===== config.mk =====
export PLATFORM = sky130hd
export DESIGN_NAME = osm_source_modes
export DESIGN_NICKNAME = d
export VERILOG_FILES = /design/src/verilog/osm_pkg.sv /design/src/verilog/osm_source_modes.sv
export SDC_FILE = /design/constraint.sdc
export NUM_CORES = 1
export LEC_CHECK = 0
export BUFFER_PORTS_ARGS = -buffer_cell sky130_fd_sc_hd__clkbuf_2
export CORE_ASPECT_RATIO = 0.9
export CORE_MARGIN = 2
export CORE_UTILIZATION = 40
export DETAILED_ROUTE_END_ITERATION = 8
export PLACE_DENSITY = 0.71
export SLEW_MARGIN = 20
export SYNTH_ARGS = -nofsm -noshare
export SYNTH_HDL_FRONTEND = slang
export SYNTH_SLANG_ARGS = --single-unit
export TNS_END_PERCENT = 10

===== constraint.sdc =====
create_clock -name ref_clk_i -period 1.9 [get_ports ref_clk_i]
set_input_delay 0.095 -clock ref_clk_i [delete_from_list [all_inputs] [get_ports ref_clk_i]]
set_output_delay 0.095 -clock ref_clk_i [all_outputs]
set_load 0.02 [all_outputs]

===== src/verilog/osm_pkg.sv =====
package osm_pkg;

	// Register byte offsets on the APB bus.
	localparam logic [7:0] OSM_CTRL_OFS = 8'h00;
	localparam logic [7:0] OSM_TRIM_OFS = 8'h04;
	localparam logic [7:0] OSM_STAT_OFS = 8'h08;

	// Field positions inside the control register.
	localparam int OSM_CHOICE_LSB = 0;
	localparam int OSM_PRIM_BIT = 3;
	localparam int OSM_IFC_LSB = 4;

	// Field positions inside the status register.
	localparam int OSM_ST_LSB = 0;
	localparam int OSM_CNT_LSB = 16;

	// Values after reset.
	localparam logic [1:0] OSM_CHOICE_RST = 2'h0;
	localparam logic [2:0] OSM_IFC_RST = 3'h3;
	localparam logic [5:0] OSM_TRIM_RST = 6'h00;

	// System clock choice codes; any code with bit 1 set is internal.
	localparam logic [1:0] OSM_CHOICE_PRIMARY = 2'h0;
	localparam logic [1:0] OSM_CHOICE_SECONDARY = 2'h1;

	// Start-up oscillation count and timing figures.
	localparam int OSM_STARTUP_COUNT = 1024;
	localparam int OSM_CLK_MHZ = 50;
	localparam int OSM_MULT_EXTRA_US = 2000;
	localparam int OSM_MULT_EXTRA_CYC = OSM_MULT_EXTRA_US * OSM_CLK_MHZ;
	localparam int OSM_SWITCH_NS = 1000;
	localparam int OSM_SWITCH_CYC = (OSM_SWITCH_NS * OSM_CLK_MHZ + 999) / 1000;
	localparam int OSM_WARM_NS = 5000;
	localparam int OSM_WARM_CYC = (OSM_WARM_NS * OSM_CLK_MHZ + 999) / 1000;

	// Nominal internal oscillator rates in hertz.
	localparam int OSM_FAST_HZ = 16000000;
	localparam int OSM_MID_HZ = 500000;
	localparam int OSM_SLOW_HZ = 31250;

	// Primary clock source modes as strapped by configuration pins.
	typedef enum logic [2:0] {
		MODE_DRIVEN = 3'h0,
		MODE_XTAL_LOW = 3'h1,
		MODE_XTAL_MID = 3'h2,
		MODE_XTAL_HIGH_MED = 3'h3,
		MODE_XTAL_HIGH_TOP = 3'h4,
		MODE_RC = 3'h5,
		MODE_RC_PIN = 3'h6,
		MODE_INTERNAL = 3'h7
	} osm_mode_t;

	// Amplifier gain settings.
	typedef enum logic [2:0] {
		GAIN_OFF = 3'h0,
		GAIN_LOW = 3'h1,
		GAIN_MID = 3'h2,
		GAIN_HIGH = 3'h3,
		GAIN_TOP = 3'h4
	} osm_gain_t;

	// Internal oscillator in use.
	typedef enum logic [1:0] {
		IOSC_FAST = 2'h1,
		IOSC_SLOW = 2'h2
	} osm_iosc_t;

	// Start-up sequencer states.
	typedef enum logic [4:0] {
		ST_POWER_UP = 5'h01,
		ST_COUNT = 5'h02,
		ST_EXTRA = 5'h04,
		ST_SETTLE = 5'h08,
		ST_RUN = 5'h10
	} osm_state_t;

endpackage : osm_pkg


===== src/verilog/osm_source_modes.sv =====
`timescale 1ns/1ns
// Function
// - Crystal modes count 1024 input oscillations first
// - Counting starts after power-up delay, or wake
// - Execution held while the counter runs
// - Source change inserts a stabilisation delay
// - Multiplier start waits 1024 cycles plus 2 ms
// - Internal oscillators start after warm-up delay at boot or wake; a choice change uses the switch delay
// - Driven mode clocks from input, frees output
// - Driven mode skips the start-up count
// - Static logic halts and resumes with clock
// - Crystal modes use low, mid, high gain
// - High-gain mode offers medium and top drive
// - RC mode drives output at input over four
// - RC pin mode frees the output pin
// - Three internal oscillators at nominal rates
// - Trim adjusts fast and mid, not slow
// - Clock choice field selects external or internal
// - Internal speed chosen by three-bit field
// - Choice 00 primary, 01 secondary, 1x internal
// - Every reset clears the clock choice field
// - Internal frequency defaults to 1 MHz
module osm_source_modes
	import osm_pkg::*;
#(
	parameter int MULT_CYC = OSM_MULT_EXTRA_CYC,
	parameter int WARM_CYC = OSM_WARM_CYC,
	parameter int SWITCH_CYC = OSM_SWITCH_CYC
)
(
	// Clock and reset.
	input wire logic ref_clk_i,
	input wire logic rst_i,
	// APB slave.
	input wire logic [7:0] paddr_i,
	input wire logic psel_i,
	input wire logic penable_i,
	input wire logic pwrite_i,
	input wire logic [31:0] pwdata_i,
	output logic [31:0] prdata_o,
	output logic pready_o,
	output logic pslverr_o,
	// Configuration and power sequencing pins.
	input wire logic [2:0] primary_mode_i,
	input wire logic multiplier_en_i,
	input wire logic power_up_done_i,
	input wire logic wake_i,
	// Oscillator pins.
	input wire logic crystal_in_pin_i,
	output logic crystal_out_pin_o,
	output logic crystal_out_pin_oe_o,
	output logic crystal_out_gpio_o,
	// Clock tree controls.
	output logic [2:0] amp_gain_o,
	output logic [1:0] sys_src_o,
	output logic [2:0] int_freq_o,
	output logic [1:0] int_osc_sel_o,
	output logic [5:0] fast_trim_o,
	output logic [5:0] mid_trim_o,
	// Core control.
	output logic exec_run_o,
	output logic pc_hold_o
);

	// Tells whether a clock choice code selects the internal block.
	function automatic logic is_internal(input logic [1:0] code);
		is_internal = code[1];
	endfunction : is_internal

	// Tells whether a mode runs a crystal amplifier.
	function automatic logic is_crystal(input logic [2:0] m);
		is_crystal = (m == MODE_XTAL_LOW) || (m == MODE_XTAL_MID) ||
			(m == MODE_XTAL_HIGH_MED) || (m == MODE_XTAL_HIGH_TOP);
	endfunction : is_crystal

	logic [6:0] sync1;
	logic [6:0] sync2;
	logic osc_prev;
	logic wake_prev;
	logic osc_rise;
	logic wake_rise;
	logic [2:0] mode_s;
	logic mult_s;
	logic power_up_s;
	logic [1:0] clk_choice;
	logic [2:0] ifc;
	logic [5:0] trim;
	logic warm;
	logic [1:0] quarter;
	logic [10:0] osc_cnt;
	logic [16:0] timer;
	osm_state_t state;
	osm_state_t next_state;
	osm_state_t boot_state;
	logic boot_warm;
	logic wr_fire;
	logic rd_fire;
	logic choice_change;
	logic [16:0] settle_last;

	// Two-stage synchronisers for every pin input.
	always_ff @(posedge ref_clk_i)
	begin
		sync1 <= {crystal_in_pin_i, wake_i, power_up_done_i, multiplier_en_i,
			primary_mode_i};
		sync2 <= sync1;
	end

	// Edge history taken from the second stage only.
	always_ff @(posedge ref_clk_i)
	begin
		if (rst_i)
		begin
			osc_prev <= 1'b0;
			wake_prev <= 1'b0;
		end
		else
		begin
			osc_prev <= sync2[6];
			wake_prev <= sync2[5];
		end
	end

	// Decoded synchronised inputs.
	assign osc_rise = sync2[6] & ~osc_prev;
	assign wake_rise = sync2[5] & ~wake_prev;
	assign power_up_s = sync2[4];
	assign mult_s = sync2[3];
	assign mode_s = sync2[2:0];

	// APB request qualifiers; one wait state before every answer.
	assign rd_fire = psel_i & penable_i & ~pready_o;
	assign wr_fire = psel_i & penable_i & pwrite_i & pready_o;
	assign choice_change = wr_fire && (paddr_i == OSM_CTRL_OFS) &&
		(pwdata_i[OSM_CHOICE_LSB +: 2] != clk_choice);

	// APB handshake and read data.
	always_ff @(posedge ref_clk_i)
	begin
		if (rst_i)
		begin
			pready_o <= 1'b0;
			pslverr_o <= 1'b0;
			prdata_o <= 32'h0;
		end
		else
		begin
			pready_o <= rd_fire;
			pslverr_o <= 1'b0;
			prdata_o <= 32'h0;
			if (rd_fire)
			begin
				if (paddr_i == OSM_CTRL_OFS)
				begin
					prdata_o[OSM_CHOICE_LSB +: 2] <= clk_choice;
					prdata_o[OSM_PRIM_BIT] <=
						(clk_choice == OSM_CHOICE_PRIMARY) &&
						(state == ST_RUN);
					prdata_o[OSM_IFC_LSB +: 3] <= ifc;
				end
				else if (paddr_i == OSM_TRIM_OFS)
					prdata_o[5:0] <= trim;
				else if (paddr_i == OSM_STAT_OFS)
				begin
					prdata_o[OSM_ST_LSB +: 5] <= state;
					prdata_o[OSM_CNT_LSB +: 11] <= osc_cnt;
				end
				else
					pslverr_o <= 1'b1;
			end
		end
	end

	// Control register: clock choice and internal frequency.
	always_ff @(posedge ref_clk_i)
	begin
		if (rst_i)
		begin
			clk_choice <= OSM_CHOICE_RST;
			ifc <= OSM_IFC_RST;
		end
		else if (wr_fire && (paddr_i == OSM_CTRL_OFS))
		begin
			clk_choice <= pwdata_i[OSM_CHOICE_LSB +: 2];
			ifc <= pwdata_i[OSM_IFC_LSB +: 3];
		end
	end

	// Trim register feeds the fast and mid oscillators only.
	always_ff @(posedge ref_clk_i)
	begin
		if (rst_i)
			trim <= OSM_TRIM_RST;
		else if (wr_fire && (paddr_i == OSM_TRIM_OFS))
			trim <= pwdata_i[5:0];
	end

	// Where a fresh start goes once power-up delay is met or on wake.
	always_comb
	begin
		boot_warm = 1'b0;
		if (!is_internal(clk_choice) && is_crystal(mode_s))
			boot_state = ST_COUNT;
		else if (is_internal(clk_choice) || (mode_s == MODE_INTERNAL))
		begin
			boot_state = ST_SETTLE;
			boot_warm = 1'b1;
		end
		else
			boot_state = ST_RUN;
	end

	assign settle_last = warm ? 17'(WARM_CYC - 1) : 17'(SWITCH_CYC - 1);

	// Start-up sequencer transitions.
	always_comb
	begin
		next_state = state;
		case (state)
			ST_POWER_UP:
				if (power_up_s)
					next_state = boot_state;
			ST_COUNT:
				// Counts only real input edges, so a stopped clock just waits.
				if (osc_rise && (osc_cnt == 11'(OSM_STARTUP_COUNT - 1)))
					next_state = mult_s ? ST_EXTRA : ST_RUN;
			ST_EXTRA:
				if (timer == 17'(MULT_CYC - 1))
					next_state = ST_RUN;
			ST_SETTLE:
				if (timer == settle_last)
					next_state = ST_RUN;
			ST_RUN:
				if (choice_change)
					next_state = ST_SETTLE;
				else if (wake_rise)
					next_state = boot_state;
			default:
				next_state = ST_POWER_UP;
		endcase
	end

	// State register and the settle length chosen on entry.
	always_ff @(posedge ref_clk_i)
	begin
		if (rst_i)
		begin
			state <= ST_POWER_UP;
			warm <= 1'b0;
		end
		else
		begin
			state <= next_state;
			if (next_state == ST_SETTLE && state != ST_SETTLE)
				warm <= (state == ST_RUN && choice_change) ? 1'b0 : boot_warm;
		end
	end

	// Oscillation counter and delay timer, cleared on every state entry.
	always_ff @(posedge ref_clk_i)
	begin
		if (rst_i || next_state != state)
		begin
			osc_cnt <= 11'h0;
			timer <= 17'h0;
		end
		else
		begin
			if (state == ST_COUNT && osc_rise)
				osc_cnt <= osc_cnt + 11'h1;
			if (state == ST_EXTRA || state == ST_SETTLE)
				timer <= timer + 17'h1;
		end
	end

	// Execution gate follows the sequencer.
	always_ff @(posedge ref_clk_i)
	begin
		if (rst_i)
		begin
			exec_run_o <= 1'b0;
			pc_hold_o <= 1'b1;
		end
		else
		begin
			exec_run_o <= (next_state == ST_RUN);
			pc_hold_o <= (next_state != ST_RUN);
		end
	end

	// Quarter-rate divider of the input clock for RC mode.
	always_ff @(posedge ref_clk_i)
	begin
		if (rst_i)
			quarter <= 2'h0;
		else if (osc_rise)
			quarter <= quarter + 2'h1;
	end

	// Output pin usage and amplifier gain per mode.
	always_ff @(posedge ref_clk_i)
	begin
		if (rst_i)
		begin
			crystal_out_pin_o <= 1'b0;
			crystal_out_pin_oe_o <= 1'b0;
			crystal_out_gpio_o <= 1'b0;
			amp_gain_o <= GAIN_OFF;
		end
		else
		begin
			crystal_out_pin_o <= (mode_s == MODE_RC) & quarter[1];
			crystal_out_pin_oe_o <= (mode_s == MODE_RC);
			crystal_out_gpio_o <= (mode_s == MODE_DRIVEN) ||
				(mode_s == MODE_RC_PIN) || (mode_s == MODE_INTERNAL);
			case (mode_s)
				MODE_XTAL_LOW: amp_gain_o <= GAIN_LOW;
				MODE_XTAL_MID: amp_gain_o <= GAIN_MID;
				MODE_XTAL_HIGH_MED: amp_gain_o <= GAIN_HIGH;
				MODE_XTAL_HIGH_TOP: amp_gain_o <= GAIN_TOP;
				default: amp_gain_o <= GAIN_OFF;
			endcase
		end
	end

	// Clock tree selection and oscillator trim outputs.
	always_ff @(posedge ref_clk_i)
	begin
		if (rst_i)
		begin
			sys_src_o <= OSM_CHOICE_RST;
			int_freq_o <= OSM_IFC_RST;
			int_osc_sel_o <= IOSC_FAST;
			fast_trim_o <= OSM_TRIM_RST;
			mid_trim_o <= OSM_TRIM_RST;
		end
		else
		begin
			sys_src_o <= clk_choice;
			int_freq_o <= ifc;
			int_osc_sel_o <= (ifc == 3'h0) ? IOSC_SLOW : IOSC_FAST;
			fast_trim_o <= trim;
			mid_trim_o <= trim;
		end
	end
endmodule : osm_source_modes


; ---- Word-level counts from Yosys, hierarchy flattened
; Cells that the tools add are included.
[totals]
regBits = 118
out_inout_bits = 61
[op_classes]
n_addsub = 3
n_eq_ne = 23
muxes = 22
bitwise = 13
reduce_logical = 27
[op_table]
columns = op, n
row1 = 5-bit 2-to-1 mux, 11
row2 = 5-bit case mux with 5 select lines, 1
row3 = 17-bit by 1-bit adder with 17-bit output (second input constant), 1
row4 = 17-bit equality test (second input constant), 1
row5 = 17-bit by 8-bit equality test with 1-bit output, 1
row6 = 3-bit equality test (second input constant), 4
row7 = 3-bit case mux with 4 select lines, 1
row8 = 11-bit by 1-bit adder with 11-bit output (second input constant), 1
row9 = 11-bit by 10-bit equality test with 1-bit output (second input constant), 1
row10 = 5-bit by 4-bit equality test with 1-bit output (second input constant), 2
row11 = 5-bit equality test (second input constant), 2
row12 = 1-bit logical AND, 9
row13 = 8-bit by 3-bit equality test with 1-bit output (second input constant), 1
row14 = 8-bit by 4-bit equality test with 1-bit output (second input constant), 1
row15 = 8-bit logical NOT, 1
row16 = 1-bit logical OR, 8
row17 = 8-bit 2-to-1 mux, 1
row18 = 1-bit AND, 7
row19 = 3-bit by 2-bit equality test with 1-bit output (second input constant), 2
row20 = 3-bit logical NOT, 2
row21 = 1-bit inverter, 6
row22 = 3-bit OR reduction, 2
row23 = 5-bit by 1-bit equality test with 1-bit output (second input constant), 1
row24 = 5-bit by 2-bit equality test with 1-bit output (second input constant), 1
row25 = 15 further kinds, 20

; ---- Depth between registers and ports, before layout
; Gate-level depths: netlist (run 1).
[depth]
word_depth = 11
mapped_depth = 9
mapped_depth_nobuf = 8

; ---- Least setup slack after synthesis (run 1)
; OpenSTA, ideal clock, no wires.
[synth_timing]
path_kind = register -> register
startpoint = register timer[0]
endpoint = register osc_cnt[0]
setup_time_ns = 0.119
arrival_ns = 1.933
t_required_ns = 1.781
slack_ns = -0.152
path_stages_with_launch = 9
n_path_buf = 1
path_cell_list = dfxtp_1 > ha_1 > and4_1 > nand4_1 > or3_1 > nor4b_4 > o221ai_4 > buf_8 > nor3_2
[synth_via]
elab_chain_cells = 5
word_cells_on_any_way = 7
[synth_lines]
columns = element, line
row1 = "start, declared", osm_source_modes.sv:91  ; logic [16:0] timer;
row2 = "start signal, assigned", osm_source_modes.sv:272  ; timer <= timer + 17'h1;
row3 = 17-bit by 8-bit equality test with 1-bit output / 17-bit equality test (equally long branches), "osm_source_modes.sv:231, osm_source_modes.sv:228"
row4 = 5-bit 2-to-1 mux (on tied branches), "osm_source_modes.sv:231, osm_source_modes.sv:228"
row5 = 5-bit case mux with 5 select lines *, osm_source_modes.sv:219  ; case (state)
row6 = 5-bit != test *, osm_source_modes.sv:262  ; if (rst_i || next_state != state)
row7 = 1-bit logical OR *, osm_source_modes.sv:262
row8 = "end signal, assigned", osm_source_modes.sv:270  ; osc_cnt <= osc_cnt + 11'h1;
row9 = "end, declared", osm_source_modes.sv:90  ; logic [10:0] osc_cnt;
; Mark *: on every way between the ends. The rest lies on a longest branch, timed or not.
; A chain may end at the register's enable or synchronous reset.

; ---- Worst setup path in the final report (run 1)
[layout_timing]
startpoint = register timer[1]
endpoint = register osc_cnt[10]
; The elaborated chain is that of the path after synthesis.

==> Flow_metrics.wiki, run 1 <==
{| class="wikitable"
! Metric !! Value
|-
| Run status || finished with violations
|-
| Violations in the final reports || negative setup slack
|-
| Top flip-flop cell by instance count after synthesis || dfxtp_1
|-
| Cell type with the highest aggregate area in the netlist || dfxtp_1
|-
| Share of total power consumed by net switching || 24.6%
|-
| Worst reg2reg path endpoint || osc_cnt[10]
|-
| Number of unique standard cell types used by synthesis || 60
|-
| Initial core utilization || 40.8%
|-
| Required arrival time at the worst endpoint || 2.12 ns
|-
| Fraction of registers with async set/reset || 0%
|-
| IO buf count || 73
|-
| Half-perimeter wire length after detailed placement || 6220 µm
|-
| Source-to-sink clock delay at the later pin of the worst-skew pair || 0.34 ns
|-
| First-pass GRT wire length || 14300 µm
|-
| Top cell type's share of synthesized area || 47.2%
|-
| First-pass detailed-route iteration total || 4
|-
| Achievable frequency || 509 MHz
|-
| Sequential cell area fraction in the yosys report || 47.2%
|-
| Type of the setup path with the least slack || flop to flop
|-
| Final critical-path required period || 1.96 ns
|-
| Maximum level of the CTS H-tree || 3
|-
| Hold Vio Cnt, Final || 0
|-
| WL final || 8770 µm
|-
| Worst vdd rail ir drop || 0.442 mV
|-
| Die height || 104 µm
|-
| CTS root buf || clkbuf_16
|-
| Vias after detailed routing || 3235
|-
| Worst setup slack after placement || -0.0830 ns
|-
| Global routing usage summed across all routing layers || 14.7%
|-
| Die width || 115 µm
|-
| Critical hold path startpoint || pwdata_i[2]
|-
| LEAKAGE || 2.28 nW
|-
| Combinational fraction of design power || 8.4%
|-
| Number of global-route vias before repair || 3151
|-
| TritonCTS clock tree || yes
|-
| Path depth of the worst reg2reg path || 8
|-
| Die Footprint || 11900 µm²
|-
| Number of violations of the max-capacitance limit || 0
|-
| DRC violations left || 0
|-
| WP data arrival || 2.19 ns
|-
| Path class of the lowest-slack min-delay path || primary input to flop
|-
| Switching power summed over all nets || 1.11 mW
|-
| Reg power frac || 49.5%
|-
| Share of post-route cells with drive strength above 1 || 35.2%
|-
| Num ports || 113
|-
| Number of standard-cell rows in the floorplan || 36
|-
| Number of standard cells after synthesis || 429
|-
| Smallest setup slack after layout || -0.0645 ns
|-
| Number of antenna violations at the first check in global routing || 0
|-
| Area delta synth->final || 24.8%
|-
| Largest net degree at the start of global routing || 29
|-
| Setup repair after global routing missed its margin || yes
|-
| Final Instance Area || 5510 µm²
|-
| Cell Area, Synth || 4410 µm²
|-
| Internal power || 3.41 mW
|-
| Cell area power density || 822 nW/µm²
|-
| Maximum net fanout on the critical path || 28
|-
| Hold path depth || 3
|-
| Post-synth EDFFs || 0
|-
| Kind of end point of the critical path || flop
|-
| Clock power share || 42.1%
|-
| Number of sinks on the clock net || 104
|-
| Maximum number of buffers from clock root to sink || 2
|-
| Clock Skews || 0.0111 ns
|-
| Worst hold endpoint || trim[2]
|-
| Initial DRC count || 164
|-
| Area of placed instances || 5060 µm²
|-
| Diode insertion count for antenna repair || 0
|-
| Synth warn || 0
|-
| Clock transition at the register clock pins on the worst setup and hold paths after CTS || 0.08 ns
|-
| Average instance area after synthesis || 10.3 µm²
|-
| Top cells by area, synth || dfxtp_1 47%, nor3_2 5.2%, xor2_1 5.0%
|-
| Residual antenna-violating net count after detailed routing || 0
|-
| Setup-violating endpoint count in the final report || 28
|-
| Number of vias per cell after detailed routing || 4.79
|-
| Startpoint type of the worst setup path || flop
|-
| Flops & latches, synth || 104
|-
| Total core area || 10800 µm²
|-
| Final cycle utilization of the critical path || 103%
|-
| Startpoint of the lowest-slack register-to-register path || timer[1]
|-
| Post-detailed-route wirelength per cell || 13.0 µm
|-
| Count of filler cells inserted in the layout || 962
|-
| GPL Wtd Cong || 0.827
|-
| Number of buffers added by the clock tree synthesis step || 9
|-
| Total congestion overflow || 0
|-
| Setup slack of the most critical reg-to-reg path || -0.06 ns
|-
| Final number of max-transition violations || 0
|-
| Final layout net count || 593
|}
[layer usage]
metal / GRT usage [%] / share of wire [%]
met1: 18.8 / 48
met2: 24.5 / 47
met3: 3.86 / 3.7
met4: 4.22 / 0.94
met5: 0 / 0
[cell type report]
cell class | count | area, µm² | area share [%]
Tap cell | 133 | 166 | 3.02
Timing Repair Buffer | 124 | 796 | 14.4
Inverter | 6 | 22.5 | 0.409
Clock buffer | 9 | 225 | 4.09
Multi-Input combinational cell | 293 | 2120 | 38.4
Clock inverter | 7 | 83.8 | 1.52
Sequential cell | 104 | 2100 | 38.1
[Yosys cell counts, drive strengths merged, types with 7 or more instances]
master / n
nand4: 12
dfxtp: 104
nand2: 21
nor2: 38
buf: 32
a21oi: 13
xor2: 25
nor2b: 15
and2: 19
xnor2: 7
nor3: 39
nand3: 13
clkbuf: 7
mux2i: 12
[sequential cells by signal, indices dropped and copies added, names as in the netlist, 5 cells and up]
signal,flops
mid_trim_o,6
state,5
trim,6
sync1,7
timer,17
sync2,7
prdata_o,18
osc_cnt,11
[worst max path at each step]
stage	startpoint	to	cells past startpoint
2_1_floorplan	timer[1]	osc_cnt[0]	8
4_1_cts	osc_cnt[0]	timer[0]	8
6_report	timer[1]	osc_cnt[10]	8
3_3_place_gp	timer[1]	timer[1]	8
3_5_place_dp	osc_cnt[1]	osc_cnt[10]	8
5_1_grt	timer[1]	timer[0]	9
[power by group through the flow]
stage	clock network [mW]	logic, mW	registers (mW)
2_1_floorplan	0	0.278	2.29
3_3_place_gp	0	0.356	2.29
3_5_place_dp	0	0.361	2.29
4_1_cts	1.93	0.377	2.24
5_1_grt	2.04	0.410	2.25
6_report	1.90	0.381	2.24
[cells in the final DEF, fill, tap and decap left out, types with 4 or more instances in the layout]
cell type,count
nand2_1,21
inv_1,5
nor3_1,15
and3_1,4
xor2_1,25
dlygate4sd3_1,9
nor2_1,37
mux2i_1,12
nor3b_1,4
clkbuf_2,73
xnor2_1,7
dfxtp_2,7
a21oi_1,12
dfxtp_1,95
nand2b_1,6
nor3_2,23
and2_1,19
nand4_1,11
and4_1,4
buf_4,40
clkbuf_16,9
nor2b_1,14
conb_1,14
nand3_1,13
nor4_4,4
[per-stage QoR]
step	setup TNS [ns]	hold slack (ns)	utilization (%)	total power, mW	instances
detailed placement	-1.67	0.199	46.8	2.65	650
global route	-3.42	0.0153	51.0	4.69	676
floorplan	-1.05	0.123	-	2.57	442
CTS	-1.27	0.000601	50.7	4.54	676
global placement	-0.519	0.198	46.8	2.65	650
finish	-1.05	0.00323	51.0	4.53	676
[what timing repair did]
action / in CTS / in global routing
setup endpoints to repair: 28 / 29
gates resized for setup: 3 / 11
hold endpoints to repair: 9 / 0
pin swaps: 1 / 2
buffers inserted: 1 / 0
hold buffers: 9 / 0
[cell families (layout without fill, tap and decap cells)]
kind of cell | count (synthesis) | after routing | share of synthesized area, %
simple gates | 200 | 200 | 29.6
flops | 104 | 104 | 47.2
buf+inv | 45 | 146 | 7.09
compound gates | 32 | 32 | 6.12
xor+xnor | 32 | 32 | 6.35
mux | 12 | 12 | 2.72
fa+ha+maj | 3 | 3 | 0.850
other cells | 1 | 14 | 0.0850
[worst max-delay path: stages (launching register included)]
cell	delay [ns]
dfxtp_4	0.37
ha_4	0.13
and4_1	0.17
nand4_1	0.12
or3_4	0.41
nor4b_4	0.15
o221ai_4	0.19
buf_12	0.23
nor3_1	0.07
(Power assumes the default switching activity.)
==> inputs of run 2 (changes only) <==
CORE_UTILIZATION = 48   (was 40)
PLACE_DENSITY = 0.82   (was 0.71)
==> Flow_metrics.wiki, run 2 (synthesized netlist as in run 1, its figures left out) <==
{| class="wikitable"
! Metric !! Value
|-
| Met1 GRT Util || 21.5%
|-
| Half-perimeter wire length after detailed placement || 6290 µm
|-
| Die height || 95.0 µm
|-
| WP data arrival || 2.38 ns
|-
| Die Footprint || 9980 µm²
|-
| Most used cells in the layout excluding fill and tap cells || 95 x dfxtp_1, 73 x clkbuf_2, 41 x buf_4
|-
| Residual antenna-violating net count after detailed routing || 0
|-
| Largest registers ranked by flip-flop count || prdata_o (18), timer (17), osc_cnt (11)
|-
| First-pass GRT wire length || 14100 µm
|-
| Number of standard-cell rows in the floorplan || 33
|-
| Final layout net count || 603
|-
| Global route hottest layer || met2
|-
| Worst vdd rail ir drop || 0.372 mV
|-
| Largest register FFs || 18
|-
| Type of the setup path with the least slack || flop to flop
|-
| Diode insertion count for antenna repair || 0
|-
| Number of global-route vias before repair || 3039
|-
| IO buf count || 73
|-
| Number of sinks on the clock net || 104
|-
| Global routing usage summed across all routing layers || 17.8%
|-
| Final cycle utilization of the critical path || 111%
|-
| Total congestion overflow || 0
|-
| Maximum number of buffers from clock root to sink || 2
|-
| Post-detailed-route wirelength per cell || 14.0 µm
|-
| Most common library cell in the layout ignoring fill and taps || dfxtp_1
|-
| Final number of max-transition violations || 0
|-
| Run status || finished with violations
|-
| Slowest CP cell || or3_4
|-
| Setup slack of the most critical reg-to-reg path || -0.21 ns
|-
| Required arrival time at the worst endpoint || 2.16 ns
|-
| Hold Vio Cnt, Final || 0
|-
| Area delta synth->final || 26.7%
|-
| Clock transition at the register clock pins on the worst setup and hold paths after CTS || 0.10 ns
|-
| CTS root buf || clkbuf_8
|-
| Maximum cell stage delay along the critical path || 0.41 ns
|-
| Path class of the lowest-slack min-delay path || primary input to flop
|-
| Number of buffers added by the clock tree synthesis step || 9
|-
| Startpoint of the lowest-slack register-to-register path || timer[0]
|-
| Maximum net fanout on the critical path || 14
|-
| Startpoint type of the worst setup path || flop
|-
| Critical-path cell list || ha_4, and4_1, nand4_1, or3_4, nor4b_4, o221ai_4, clkbuf_16, nor3_2
|-
| Core utilization of the finished layout || 61.9%
|-
| Cell area power density || 720 nW/µm²
|-
| Largest net degree at the start of global routing || 29
|-
| Gate family responsible for the most delay along the worst path || simple AND/OR/NAND/NOR gates
|-
| Num ports || 113
|-
| TritonCTS clock tree || yes
|-
| Count of filler cells inserted in the layout || 703
|-
| Post-layout power || 4.03 mW
|-
| Area of placed instances || 5040 µm²
|-
| Crit. Startpoint || timer[0]
|-
| Critical hold path startpoint || pwdata_i[1]
|-
| Largest register by flop count || prdata_o
|-
| First-pass detailed-route iteration total || 5
|-
| Share of post-route cells with drive strength above 1 || 36.9%
|-
| Die width || 105 µm
|-
| Vias after detailed routing || 3412
|-
| Met2 layer usage reported by global route || 31.3%
|-
| Maximum level of the CTS H-tree || 3
|-
| WL final || 9430 µm
|-
| Area taken by multi-input logic gates || 2180 µm²
|-
| Final critical-path required period || 2.11 ns
|-
| CP bufs+invs || 1
|-
| Grt met3 use || 4.42%
|-
| Number of vias per cell after detailed routing || 5.05
|-
| Clock Skews || 0.0101 ns
|-
| GPL Wtd Cong || 0.877
|-
| Setup-violating endpoint count in the final report || 28
|-
| Initial core utilization || 48.8%
|-
| Kind of end point of the critical path || flop
|-
| Smallest setup slack after layout || -0.211 ns
|-
| Achievable frequency || 474 MHz
|-
| LEAKAGE || 2.31 nW
|-
| Source-to-sink clock delay at the later pin of the worst-skew pair || 0.37 ns
|-
| Final Instance Area || 5590 µm²
|-
| Total core area || 9040 µm²
|-
| Number of antenna violations at the first check in global routing || 0
|-
| Violations in the final reports || negative setup slack
|-
| Setup repair after global routing missed its margin || yes
|-
| Number of violations of the max-capacitance limit || 0
|-
| Initial DRC count || 137
|-
| DRC violations left || 0
|-
| Storage cell area || 2100 µm²
|}
==> run 2: path summary, 6_finish.rpt <==
kind / endpoint / depth (start not counted)
setup / recovery: osc_cnt[5] / 8
hold / removal: trim[1] / 3
setup reg to reg: osc_cnt[5] / 8
hold reg to reg: sync2[2] / 0
==> run 2: worst register-to-register path: cells and delay by family (launching register included) <==
kind                     cells  cell delay, ns
buffers and inverters        1            0.27
AND/OR/NAND/NOR              5            0.93
AO/OA/AOI/OAI                1            0.30
flip-flops                   1            0.39
adder cells (fa/ha/maj)      1            0.12
==> run 2: report_power, final <==
| group | leakage (nW) | switching (mW) | total (mW) | internal [mW] |
|---|---|---|---|---|
| sequential | 0.849 | 0.0322 | 2.25 | 2.21 |
| combinational | 1.37 | 0.258 | 0.476 | 0.217 |
| clock | 0.0906 | 0.779 | 1.31 | 0.528 |
==> run 2: area by class of cell <==
class                   count  share of cell area (%)
clock buffers              10                    2.46
clock inverters             6                   0.939
inverters                   6                   0.403
multi-input cells         293                    38.9
flip-flops and latches    104                    37.5
well taps                 122                    2.73
repair buffers            134                    17.1
==> run 2: routing by layer <==
layer | part of all wire, % | wire length (µm) | vias up
met5 | 0 | 0 | -
met4 | 1.3 | 119 | 0
met3 | 4.3 | 404 | 14
met2 | 51 | 4810 | 85
met1 | 43 | 4100 | 1637
li1 | - | - | 1676
==> run 2: timing repair <==
item | 4_1_cts | 5_1_grt
cloned | 0 | 4
gates resized for setup | 1 | 23
setup buffers | 0 | 4
hold buffers | 13 | 0
pin swaps | 0 | 6
endpoints found under the setup margin | 28 | 30
hold endpoints to repair | 12 | 0
==> run 2: through the flow <==
| stage | hold WS, ns | std cells | setup WS, ns | setup TNS, ns |
|---|---|---|---|---|
| 2_1_floorplan | 0.123 | 442 | -0.0524 | -1.05 |
| 3_3_place_gp | 0.198 | 638 | -0.0356 | -0.489 |
| 3_5_place_dp | 0.199 | 638 | -0.0865 | -1.75 |
| 4_1_cts | 0.0110 | 667 | -0.109 | -2.42 |
| 5_1_grt | 0.0229 | 675 | -0.279 | -6.80 |
| 6_report | 0.0204 | 675 | -0.211 | -4.93 |
